File: src/include/bbx_pkg.sv
// shared constants and types for the branch, bit and transfer execution core
package bbx_pkg;
  // status flag bit positions
  localparam int FL_C = 0;
  localparam int FL_Z = 1;
  localparam int FL_N = 2;
  localparam int FL_V = 3;
  localparam int FL_S = 4;
  localparam int FL_H = 5;
  localparam int FL_T = 6;
  localparam int FL_I = 7;
  // wishbone register byte offsets
  localparam logic [7:0] ADR_CTRL  = 8'h00;
  localparam logic [7:0] ADR_FLAGS = 8'h04;
  localparam logic [7:0] ADR_PC    = 8'h08;
  localparam logic [7:0] ADR_RSEL  = 8'h0c;
  localparam logic [7:0] ADR_RDATA = 8'h10;
  // values after reset
  localparam logic [7:0]  RST_FLAGS = 8'h00;
  localparam logic [15:0] RST_PC    = 16'h0000;
  localparam logic [7:0]  RST_REG   = 8'h00;
  // low register of each pointer pair
  localparam logic [4:0] PTR_X = 5'h1a;
  localparam logic [4:0] PTR_Y = 5'h1c;
  localparam logic [4:0] PTR_Z = 5'h1e;
  // pointer modes in imm[3:2]
  localparam logic [1:0] PM_PLAIN   = 2'h0;
  localparam logic [1:0] PM_POSTINC = 2'h1;
  localparam logic [1:0] PM_PREDEC  = 2'h2;
  // opcodes in instruction bits [31:26]
  typedef enum logic [5:0] {
    OP_NOP = 6'h00, OP_BR_SH = 6'h01, OP_BR_LO = 6'h02, OP_BR_MI = 6'h03,
    OP_BR_PL = 6'h04, OP_BR_GE = 6'h05, OP_BR_LT = 6'h06, OP_BR_HS = 6'h07,
    OP_BR_HC = 6'h08, OP_BR_TS = 6'h09, OP_BR_TC = 6'h0a, OP_BR_VS = 6'h0b,
    OP_BR_VC = 6'h0c, OP_BR_IE = 6'h0d, OP_BR_ID = 6'h0e, OP_IO_SET = 6'h0f,
    OP_IO_CLR = 6'h10, OP_LSL = 6'h11, OP_LSR = 6'h12, OP_ROL = 6'h13,
    OP_ROR = 6'h14, OP_ASR = 6'h15, OP_FLAG_SET = 6'h16, OP_FLAG_CLR = 6'h17,
    OP_BST = 6'h18, OP_BLD = 6'h19, OP_IRQ_ON = 6'h1a, OP_IRQ_OFF = 6'h1b,
    OP_MOV = 6'h1c, OP_REG_PAIR_COPY = 6'h1d, OP_LDI = 6'h1e, OP_LD = 6'h1f,
    OP_ST = 6'h20, OP_LDD = 6'h21, OP_STD = 6'h22, OP_LDS = 6'h23,
    OP_STS = 6'h24, OP_LPM = 6'h25
  } bbx_op_t;
  // execution cycle state
  typedef enum logic [1:0] {
    CS_IDLE = 2'b00, CS_E1 = 2'b01, CS_E2 = 2'b10, CS_E3 = 2'b11
  } bbx_state_t;
endpackage : bbx_pkg
File: src/core/bbx_core.sv
// execution core for branches, bit ops, shifts, flag ops and data transfers
// Function
// (RULE1) carry branches: same/higher on C=0, lower on C=1
// (RULE2) signed branches test N xor V; minus/plus test N
// (RULE3) half-carry branches jump on H set/clear
// (RULE4) T-flag branches jump on T set/clear
// (RULE5) overflow branches on V; branches keep flags
// (RULE6) interrupt-state branches on I; 1 or 2 cycles
// (RULE7) io bit set/clear in 2 cycles, flags kept
// (RULE8) rotates go through carry, update Z C N V
// (RULE9) shifts: arith keeps bit7, logical insert zero
// (RULE10) one-cycle set/clear of any status flag
// (RULE11) bit store to T, bit load from T
// (RULE12) global irq on/off in one cycle
// (RULE13) register copy, pair copy, constant load, one cycle
// (RULE14) pointer load 2 cycles, optional post-increment
// (RULE15) pre-decrement pointer before access, 2 cycles
// (RULE16) displacement only via Y or Z, pointer kept
// (RULE17) direct load/store by address k, 2 cycles
// (RULE18) pointer store 2 cycles, optional post-increment
// (RULE19) code byte load via Z in 3 cycles
// (RULE20) no-flag instructions leave all flags unchanged
//
// Decided for this implementation: the Wishbone slave port and the register addresses.
`timescale 1ns/1ps
module bbx_core import bbx_pkg::*; (
  // clock and reset
  input  wire logic        i_clk,
  input  wire logic        i_rst_n,
  // wishbone slave
  input  wire logic        i_wb_cyc,
  input  wire logic        i_wb_stb,
  input  wire logic        i_wb_we,
  input  wire logic [7:0]  i_wb_adr,
  input  wire logic [31:0] i_wb_dat,
  input  wire logic [3:0]  i_wb_sel,
  output logic      [31:0] o_wb_dat,
  output logic             o_wb_ack,
  // program memory, asynchronous read
  output logic      [15:0] o_pm_addr,
  input  wire logic [31:0] i_pm_data,
  // data memory, asynchronous read
  output logic      [15:0] o_dm_addr,
  output logic             o_dm_re,
  output logic             o_dm_we,
  output logic      [7:0]  o_dm_wdata,
  input  wire logic [7:0]  i_dm_rdata,
  // io space bit write strobe
  output logic      [5:0]  o_io_addr,
  output logic      [7:0]  o_io_bit_mask,
  output logic             o_io_bit_val,
  output logic             o_io_bit_we
);

  logic [7:0]  regs [0:31];   // working registers
  logic [7:0]  flags;         // status flags register
  logic [15:0] pc;            // word program counter
  logic [31:0] ir;            // instruction held past first cycle
  logic [7:0]  lpm_byte;      // code byte caught in second cycle
  logic        run;           // software run enable
  logic [4:0]  rsel;          // register peek index
  bbx_state_t  state;
  bbx_state_t  next_state;
  logic [7:0]  next_flags;

  // instruction fields; first cycle decodes straight from memory
  wire         e1  = (state == CS_E1);
  wire         e2  = (state == CS_E2);
  wire [31:0]  cur = e1 ? i_pm_data : ir;
  bbx_op_t     op;
  assign op = bbx_op_t'(cur[31:26]);
  wire [4:0]   rd  = cur[25:21];
  wire [4:0]   rr  = cur[20:16];
  wire [15:0]  imm = cur[15:0];
  wire [7:0]   rd_val = regs[rd];
  wire [7:0]   rr_val = regs[rr];
  wire [2:0]   bidx   = imm[2:0];
  wire [7:0]   bmask  = 8'h01 << bidx;

  // the opcode space is dense up to OP_LPM; any opcode above it
  // falls through every decoder as a one-cycle no-op
  // op classes
  wire is_br    = op inside {[OP_BR_SH:OP_BR_ID]};
  wire is_sh    = op inside {[OP_LSL:OP_ASR]};
  wire is_io    = (op == OP_IO_SET) || (op == OP_IO_CLR);
  wire is_load  = op inside {OP_LD, OP_LDD, OP_LDS};
  wire is_store = op inside {OP_ST, OP_STD, OP_STS};
  wire is_disp  = (op == OP_LDD) || (op == OP_STD);
  wire is_ldst  = (op == OP_LD) || (op == OP_ST);
  wire is_lpm   = (op == OP_LPM);

  // branch condition; no branch touches the flags
  logic br_hit;
  always_comb begin
    case (op)
      OP_BR_SH: br_hit = ~flags[FL_C];                 // RULE1
      OP_BR_LO: br_hit = flags[FL_C];                  // RULE1
      OP_BR_MI: br_hit = flags[FL_N];                  // RULE2
      OP_BR_PL: br_hit = ~flags[FL_N];                 // RULE2
      OP_BR_GE: br_hit = ~(flags[FL_N] ^ flags[FL_V]); // RULE2
      OP_BR_LT: br_hit = flags[FL_N] ^ flags[FL_V];    // RULE2
      OP_BR_HS: br_hit = flags[FL_H];                  // RULE3
      OP_BR_HC: br_hit = ~flags[FL_H];                 // RULE3
      OP_BR_TS: br_hit = flags[FL_T];                  // RULE4
      OP_BR_TC: br_hit = ~flags[FL_T];                 // RULE4
      OP_BR_VS: br_hit = flags[FL_V];                  // RULE5
      OP_BR_VC: br_hit = ~flags[FL_V];                 // RULE5
      OP_BR_IE: br_hit = flags[FL_I];                  // RULE6
      OP_BR_ID: br_hit = ~flags[FL_I];                 // RULE6
      default:  br_hit = 1'b0;
    endcase
  end
  // the offset wraps modulo 64k words, like the pc itself
  // relative target pc+k+1, k signed 7 bits
  wire [15:0] br_target = pc + {{9{imm[6]}}, imm[6:0]} + 16'h0001;

  // one shared shifter; its carry out feeds both C and V
  // shifter and rotator
  logic [7:0] sh_res;
  logic       sh_c;
  always_comb begin
    case (op)
      OP_LSL:  {sh_c, sh_res} = {rd_val, 1'b0};           // RULE9
      OP_LSR:  {sh_res, sh_c} = {1'b0, rd_val};           // RULE9
      OP_ROL:  {sh_c, sh_res} = {rd_val, flags[FL_C]};    // RULE8
      OP_ROR:  {sh_res, sh_c} = {flags[FL_C], rd_val};    // RULE8
      OP_ASR:  {sh_res, sh_c} = {rd_val[7], rd_val};      // RULE9
      default: {sh_res, sh_c} = 9'h000;
    endcase
  end
  wire [7:0] bld_res = (rd_val & ~bmask) | (flags[FL_T] ? bmask : 8'h00); // RULE11

  // pointer index 3 aliases to Z so no encoding is left undefined
  // pointer select; displacement form only reaches Y or Z
  wire [1:0]  psel  = imm[1:0];
  wire [1:0]  pmode = imm[3:2];
  wire [4:0]  plo   = is_disp ? (imm[6] ? PTR_Z : PTR_Y) :      // RULE16
                      (psel == 2'h0) ? PTR_X : (psel == 2'h1) ? PTR_Y : PTR_Z;
  wire [15:0] pval  = {regs[plo + 5'd1], regs[plo]};
  wire [15:0] zval  = {regs[PTR_Z + 5'd1], regs[PTR_Z]};
  wire        predec = is_ldst && (pmode == PM_PREDEC);
  // effective data address
  wire [15:0] ea = is_disp ? pval + {10'h000, imm[5:0]} :       // RULE16
                   (op == OP_LDS || op == OP_STS) ? imm :       // RULE17
                   predec ? pval - 16'h0001 : pval;              // RULE15

  // a taken branch spends its second cycle idle; pc takes the target at the end of it
  // cycles per instruction and last-cycle marker
  wire [1:0] ncyc = is_br ? (br_hit ? 2'd2 : 2'd1) :            // RULE1
                    (is_io || is_load || is_store) ? 2'd2 :      // RULE7
                    is_lpm ? 2'd3 : 2'd1;                        // RULE19
  wire last = (e1 && ncyc == 2'd1) || (e2 && ncyc == 2'd2) || (state == CS_E3);

  // pointer write-back on the last cycle
  wire        ptr_we   = last && ((is_ldst && pmode != PM_PLAIN) || (is_lpm && imm[1]));
  wire [4:0]  ptr_idx  = is_lpm ? PTR_Z : plo;
  wire [15:0] ptr_base = is_lpm ? zval : pval;
  wire [15:0] ptr_next = (is_lpm || pmode == PM_POSTINC) ? ptr_base + 16'h0001 // RULE14
                                                          : ptr_base - 16'h0001; // RULE15

  // the second cycle borrows the fetch port, so no fetch happens then
  // code byte: Z selects word Z[15:2] and byte lane Z[1:0]
  wire [4:0] lpm_dst = imm[0] ? 5'd0 : rd;                     // RULE19
  assign o_pm_addr = (e2 && is_lpm) ? {2'b00, zval[15:2]} : pc;
  wire [7:0] pm_byte = i_pm_data[{zval[1:0], 3'b000} +: 8];

  // loads write in the second cycle, when the data memory answers
  // single-byte register write port
  logic       rf_we;
  logic [4:0] rf_wa;
  logic [7:0] rf_wd;
  always_comb begin
    rf_we = 1'b0;
    rf_wa = rd;
    rf_wd = 8'h00;
    case (op)
      OP_LSL, OP_LSR, OP_ROL, OP_ROR, OP_ASR: begin
        rf_we = e1;
        rf_wd = sh_res;
      end
      OP_BLD: begin
        rf_we = e1;
        rf_wd = bld_res;                                      // RULE11
      end
      OP_MOV: begin
        rf_we = e1;
        rf_wd = rr_val;                                       // RULE13
      end
      OP_LDI: begin
        rf_we = e1;
        rf_wd = imm[7:0];                                     // RULE13
      end
      OP_LD, OP_LDD, OP_LDS: begin
        rf_we = e2;
        rf_wd = i_dm_rdata;                                   // RULE14
      end
      OP_LPM: begin
        rf_we = (state == CS_E3);
        rf_wa = lpm_dst;
        rf_wd = lpm_byte;                                     // RULE19
      end
      default: rf_we = 1'b0;
    endcase
  end
  wire       mw_we = e1 && (op == OP_REG_PAIR_COPY);
  wire [4:0] mw_d  = {rd[4:1], 1'b0};
  wire [4:0] mw_s  = {rr[4:1], 1'b0};

  // S is never recomputed here; only indexed set/clear touches it
  // flag updates; any op not listed keeps every flag
  always_comb begin
    next_flags = flags;                                       // RULE20
    if (e1) begin
      case (op)
        OP_LSL, OP_LSR, OP_ROL, OP_ROR, OP_ASR: begin
          next_flags[FL_C] = sh_c;                            // RULE8
          next_flags[FL_Z] = (sh_res == 8'h00);
          next_flags[FL_N] = sh_res[7];
          next_flags[FL_V] = sh_res[7] ^ sh_c;                // RULE9
        end
        OP_FLAG_SET: next_flags[bidx] = 1'b1;                 // RULE10
        OP_FLAG_CLR: next_flags[bidx] = 1'b0;                 // RULE10
        OP_BST:      next_flags[FL_T] = rd_val[bidx];         // RULE11
        OP_IRQ_ON:   next_flags[FL_I] = 1'b1;                 // RULE12
        OP_IRQ_OFF:  next_flags[FL_I] = 1'b0;                 // RULE12
        default:     next_flags = flags;
      endcase
    end
  end

  // run is looked at only at instruction ends, so no op is cut short
  // sequencer; stopping only takes effect between instructions
  always_comb begin
    case (state)
      CS_IDLE: next_state = run ? CS_E1 : CS_IDLE;
      CS_E1:   next_state = (ncyc != 2'd1) ? CS_E2 : (run ? CS_E1 : CS_IDLE);
      CS_E2:   next_state = (ncyc == 2'd3) ? CS_E3 : (run ? CS_E1 : CS_IDLE);
      CS_E3:   next_state = run ? CS_E1 : CS_IDLE;
      default: next_state = CS_IDLE;
    endcase
  end
  wire [15:0] next_pc = !last ? pc : (is_br && br_hit) ? br_target : pc + 16'h0001; // RULE1

  // ir keeps the word for later cycles while the fetch port moves on
  // state, pc, flags, instruction latch
  always_ff @(posedge i_clk or negedge i_rst_n) begin
    if (!i_rst_n) begin
      state    <= CS_IDLE;
      pc       <= RST_PC;
      flags    <= RST_FLAGS;
      ir       <= 32'h00000000;
      lpm_byte <= 8'h00;
    end else begin
      state    <= next_state;
      pc       <= next_pc;
      flags    <= next_flags;
      ir       <= e1 ? i_pm_data : ir;
      lpm_byte <= (e2 && is_lpm) ? pm_byte : lpm_byte;
    end
  end

  // reset clears every working register so reads after reset are known
  // register file; pointer write comes last so it wins a clash
  always_ff @(posedge i_clk or negedge i_rst_n) begin
    if (!i_rst_n) begin
      for (int i = 0; i < 32; i++) regs[i] <= RST_REG;
    end else begin
      if (rf_we) regs[rf_wa] <= rf_wd;
      if (mw_we) begin
        regs[mw_d]        <= regs[mw_s];                      // RULE13
        regs[mw_d + 5'd1] <= regs[mw_s + 5'd1];
      end
      if (ptr_we) begin
        regs[ptr_idx]        <= ptr_next[7:0];
        regs[ptr_idx + 5'd1] <= ptr_next[15:8];
      end
    end
  end

  // address and data stay put so the memory sees them settled all cycle
  // data memory request held for the second cycle
  always_ff @(posedge i_clk or negedge i_rst_n) begin
    if (!i_rst_n) begin
      o_dm_addr  <= 16'h0000;
      o_dm_re    <= 1'b0;
      o_dm_we    <= 1'b0;
      o_dm_wdata <= 8'h00;
    end else begin
      o_dm_addr  <= (e1 && (is_load || is_store)) ? ea : o_dm_addr;   // RULE17
      o_dm_re    <= e1 && is_load;                                    // RULE14
      o_dm_we    <= e1 && is_store;                                   // RULE18
      o_dm_wdata <= (e1 && is_store) ? rr_val : o_dm_wdata;
    end
  end

  // a one-cycle strobe keeps the io side from seeing a repeated write
  // io bit strobe in the second cycle; the io space merges the bit
  always_ff @(posedge i_clk or negedge i_rst_n) begin
    if (!i_rst_n) begin
      o_io_addr     <= 6'h00;
      o_io_bit_mask <= 8'h00;
      o_io_bit_val  <= 1'b0;
      o_io_bit_we   <= 1'b0;
    end else begin
      o_io_addr     <= (e1 && is_io) ? imm[5:0] : o_io_addr;
      o_io_bit_mask <= (e1 && is_io) ? (8'h01 << imm[8:6]) : o_io_bit_mask;
      o_io_bit_val  <= (e1 && is_io) ? (op == OP_IO_SET) : o_io_bit_val; // RULE7
      o_io_bit_we   <= e1 && is_io;
    end
  end

  // ack is registered, so every access costs exactly one wait state
  // wishbone slave: ack one cycle after request, write at ack edge
  wire        wb_req = i_wb_cyc && i_wb_stb && !o_wb_ack;
  wire        wb_wr  = i_wb_cyc && i_wb_stb && i_wb_we && o_wb_ack && i_wb_sel[0];
  wire [31:0] wb_rmux = (i_wb_adr == ADR_CTRL)  ? {29'h0, state, run} :
                        (i_wb_adr == ADR_FLAGS) ? {24'h0, flags} :
                        (i_wb_adr == ADR_PC)    ? {16'h0, pc} :
                        (i_wb_adr == ADR_RSEL)  ? {27'h0, rsel} :
                        (i_wb_adr == ADR_RDATA) ? {24'h0, regs[rsel]} : 32'h00000000;
  always_ff @(posedge i_clk or negedge i_rst_n) begin
    if (!i_rst_n) begin
      o_wb_ack <= 1'b0;
      o_wb_dat <= 32'h00000000;
      run      <= 1'b0;
      rsel     <= 5'h00;
    end else begin
      o_wb_ack <= wb_req;
      o_wb_dat <= (wb_req && !i_wb_we) ? wb_rmux : o_wb_dat;
      run      <= (wb_wr && i_wb_adr == ADR_CTRL) ? i_wb_dat[0] : run;
      rsel     <= (wb_wr && i_wb_adr == ADR_RSEL) ? i_wb_dat[4:0] : rsel;
    end
  end
endmodule : bbx_core

File: config.mk
export PLATFORM = sky130hd
export DESIGN_NAME = bbx_core
export DESIGN_NICKNAME = d
export VERILOG_FILES = /design/src/include/bbx_pkg.sv /design/src/core/bbx_core.sv
export SDC_FILE = /design/constraint.sdc
export NUM_CORES = 2
export LEC_CHECK = 0
export BUFFER_PORTS_ARGS = -buffer_cell sky130_fd_sc_hd__buf_2
export CORE_MARGIN = 1
export CORE_UTILIZATION = 40
export CTS_CLUSTER_SIZE = 8
export DETAILED_ROUTE_END_ITERATION = 12
export GPL_TIMING_DRIVEN = 0
export SLEW_MARGIN = 20
export SYNTH_ARGS = -nofsm -noshare
export SYNTH_HDL_FRONTEND = slang
export SYNTH_SLANG_ARGS = --single-unit
File: constraint.sdc
create_clock -name i_clk -period 11.95 [get_ports i_clk]
set_clock_uncertainty 0.05 [all_clocks]
set_input_delay 0.5975 -clock i_clk [delete_from_list [all_inputs] [get_ports i_clk]]
set_output_delay 0.5975 -clock i_clk [all_outputs]
set_load 0.02 [all_outputs]
==> run summary <==
Highest-count cells in the layout ignoring fill and taps = 797 x nand2_1, 522 x mux2i_1, 387 x dfrtp_1
Final ANT Viol Nets = 0
Sw frac = 34.1%
Hold Slack = 0.163 ns
Slew Viols, Final = 0
Gate Count Post-Synth = 3752
Status = finished clean
CP Class = reg2reg
Initial DRC count = 6098
Top_reg_cell synth = dfrtp_1
Synth Cell Area = 32300 um2
Leakage = 0.0153 uW
Setup TNS = 0 ns
# H-tree levels = 2
Resize count post-CTS = 0
Worst path slowest cell = o221ai_2
Clk sinks = 387
Placed cell count = 4967
Psw = 1270 uW
Pin count of the biggest net entering global routing = 93
Hold path endpoint = o_io_addr[5]
Non-Filler Instances = 5063
Sequential-to-total area share from yosys stat = 30.0%
Gr ovfl total = 0
Hold_buf cts = 1
Tcrit/Tclk final = 60.9%
Boundary Pins = 180
Worst setup SP type = flip-flop
Met1 usage = 65.4%
#FFs+latches synth = 387
Clk buf depth = 3
Yosys cell types = 102
Ys Warns = 0
Worst Hold Path Cells = 3
Most used cell, CP = buf_6
# rows = 103
Post-Syn Area per Cell = 8.61 um2
Via density = 7.10
Final setup fails = 0
Nets@finish = 4111
Worst EP arrival = 7.79 ns
Final min period = 7.28 ns
Max-cap violation count = 0
Crit. End Element = flip-flop
Vias in the first global route = 33200
Routed len/inst = 42.1 um
GR Layer Usage met3 = 21.2%
CP cell instances = inv_1 -> ha_1 -> buf_4 -> buf_6 -> buf_6 -> buf_6 -> buf_6 -> mux2i_4 -> inv_1 -> buf_2 -> nand2_1 -> a21oi_1 -> a221oi_1 -> o21ai_0 -> o221ai_2 -> buf_2 -> nor2_1 -> nor3_1 -> o22a_1
Slowest cell delay on critical path = 1.14 ns
Reg-to-Reg Start = state[1]
Peak VDD IR = 0.0000894 V
Clock network fraction of total power = 42.0%
Worst reg-to-reg path cell count = 19
CTS tree = yes
HP Class = in2reg
Final Hold Vio Count = 0
Die extent in x = 286 um
Final core occ = 46.0%
Initial antenna violation count = 17
Pwr Density = 102 nW/um2
Residual DRC count = 0
Met2 Track Usage GR = 68.8%
Fill cells = 7877
Async S/R FF share, synth = 100%
Worst-Margin Slew = 1.43 ns
Post-CTS setup buffer count = 0
Worst R2R Setup Slack = 4.67 ns
Combinational Power Share = 21.6%
Root Driver = clkbuf_16
Port Buffers = 131
P&R area growth vs syn = 13.1%
DP Area = 34800 um2
First-pass DRT Iterations = 9
Commonest non-fill, non-tap cell in the layout = nand2_1
RSZ-0062 raised after global routing = false
First-pass GRT wire length = 286 mm
Detailed-route via count = 36000
Critical hold path startpoint = i_pm_data[5]
CTS clk-pin slew, worst paths = 0.06 ns
Fmax = 0.137 GHz
Cell-internal power = 2450 uW
Crit Path Max Fanout = 12
GR peak layer = met2
DIE AREA = 81900 um2
Fin area = 36600 um2
Initial Util = 40.6%
Flop pwr share = 36.4%
Die Ht = 286 um
Post-synth EDFFs = 0
Dpl hpwl = 162 mm
Worst path required time = 12.46 ns
Gp weighted congestion = 1.11
Layout cells sized above 1 = 16.7%
Cts bufs inserted = 57
R2R Path End = regs[4]
Worst skew pair latency = 0.65 ns
GRT Overall Usage = 50.9%
Core area = 79500 um2
Slew headroom = 4.69%
Drt total wl = 213 mm
synth_stat cells (18+ instances only):
cell,instances,area [um2]
o22a_1,28,245
a21oi_1,150,751
inv_1,61,229
a211oi_1,18,135
nor2_1,152,571
o211ai_1,21,158
o21ai_0,135,676
buf_4,41,308
nand2b_1,18,113
a221oi_1,19,166
dfrtp_1,387,9680
buf_2,94,470
nand3_1,302,1510
nand2_1,798,3000
mux4_2,102,2300
a21o_1,20,150
nand4_1,28,175
a32oi_1,18,158
or2_2,18,113
buf_1,30,113
o21ai_1,24,120
and3_1,37,231
nor3_1,53,265
clkbuf_1,141,529
ha_1,40,500
a31oi_1,50,313
mux2i_1,522,5230
xnor2_1,39,342
a311oi_1,33,289
o22ai_1,23,144
mux2_2,57,642
worst max-delay path by stage:
stage               startpoint  endpoint  depth (start not counted)
CTS                   state[0]   regs[6]                         23
global route          state[1]   regs[6]                         24
detailed placement    state[0]   regs[6]                         23
global placement       i_rst_n    ir[26]                          1
floorplan             state[1]  regs[38]                         24
finish                state[1]   regs[4]                         19
stage by stage:
step	worst slack, ns	power [uW]
after floorplan	6.98	1770
after global placement	1.95	2120
after detailed placement	5.21	2120
after CTS	5.17	3670
after global routing	4.63	3770
final	4.67	3720
worst max-delay path, delay by kind of cell, from the launching register on:
kind / cells / cell delay (ns)
AND/OR/NAND/NOR: 3 / 0.83
adder cells (fa/ha/maj): 1 / 0.14
buffers and inverters: 9 / 2.58
AO/OA/AOI/OAI: 5 / 2.33
flip-flops: 1 / 0.48
multiplexers: 1 / 0.72
state kept, by name, indices dropped and copies added, names as in the netlist, 2 cells and up, named ones only:
| signal | flops |
|---|---|
| flags | 6 |
| ir | 32 |
| lpm_byte | 8 |
| o_dm_addr | 16 |
| o_dm_wdata | 8 |
| o_io_addr | 6 |
| o_io_bit_mask | 8 |
| o_wb_dat | 16 |
| pc | 16 |
| regs | 256 |
| rsel | 5 |
| state | 2 |
routing by layer:
layer | wire, um | up-vias
met5 | 13 | -
met4 | 17300 | 2
met3 | 30700 | 804
met2 | 83400 | 3108
met1 | 81800 | 17900
li1 | - | 14200
final cells by class:
| type | count | area [um2] | area share [%] |
|---|---|---|---|
| clock buffers | 68 | 1560 | 4.27 |
| inverters | 68 | 256 | 0.702 |
| flip-flops and latches | 387 | 9680 | 26.5 |
| well taps | 1050 | 1310 | 3.59 |
| clock inverters | 5 | 56.3 | 0.154 |
| multi-input cells | 3000 | 21100 | 57.7 |
| diodes | 20 | 50.0 | 0.137 |
| repair buffers | 153 | 1010 | 2.77 |
| plain buffers | 312 | 1520 | 4.15 |
power groups by stage:
stage                     Sequential, uW  Combinational [uW]  Clock (uW)
after floorplan                     1360                 402           0
after global placement              1370                 743           0
after detailed placement            1370                 751           0
after CTS                           1350                 754        1570
after global routing                1350                 811        1610
final                               1350                 804        1560
logic make-up after synthesis:
group | after synthesis | synth area share, %
buffers and inverters | 380 | 5.40
AO/OA/AOI/OAI | 695 | 14.8
XOR/XNOR | 51 | 1.38
AND/OR/NAND/NOR | 1508 | 21.1
multiplexers | 687 | 25.6
other | 1 | 0.0116
adder cells (fa/ha/maj) | 43 | 1.73
flip-flops | 387 | 30.0
No activity file was read; power rests on OpenSTA's default activity.
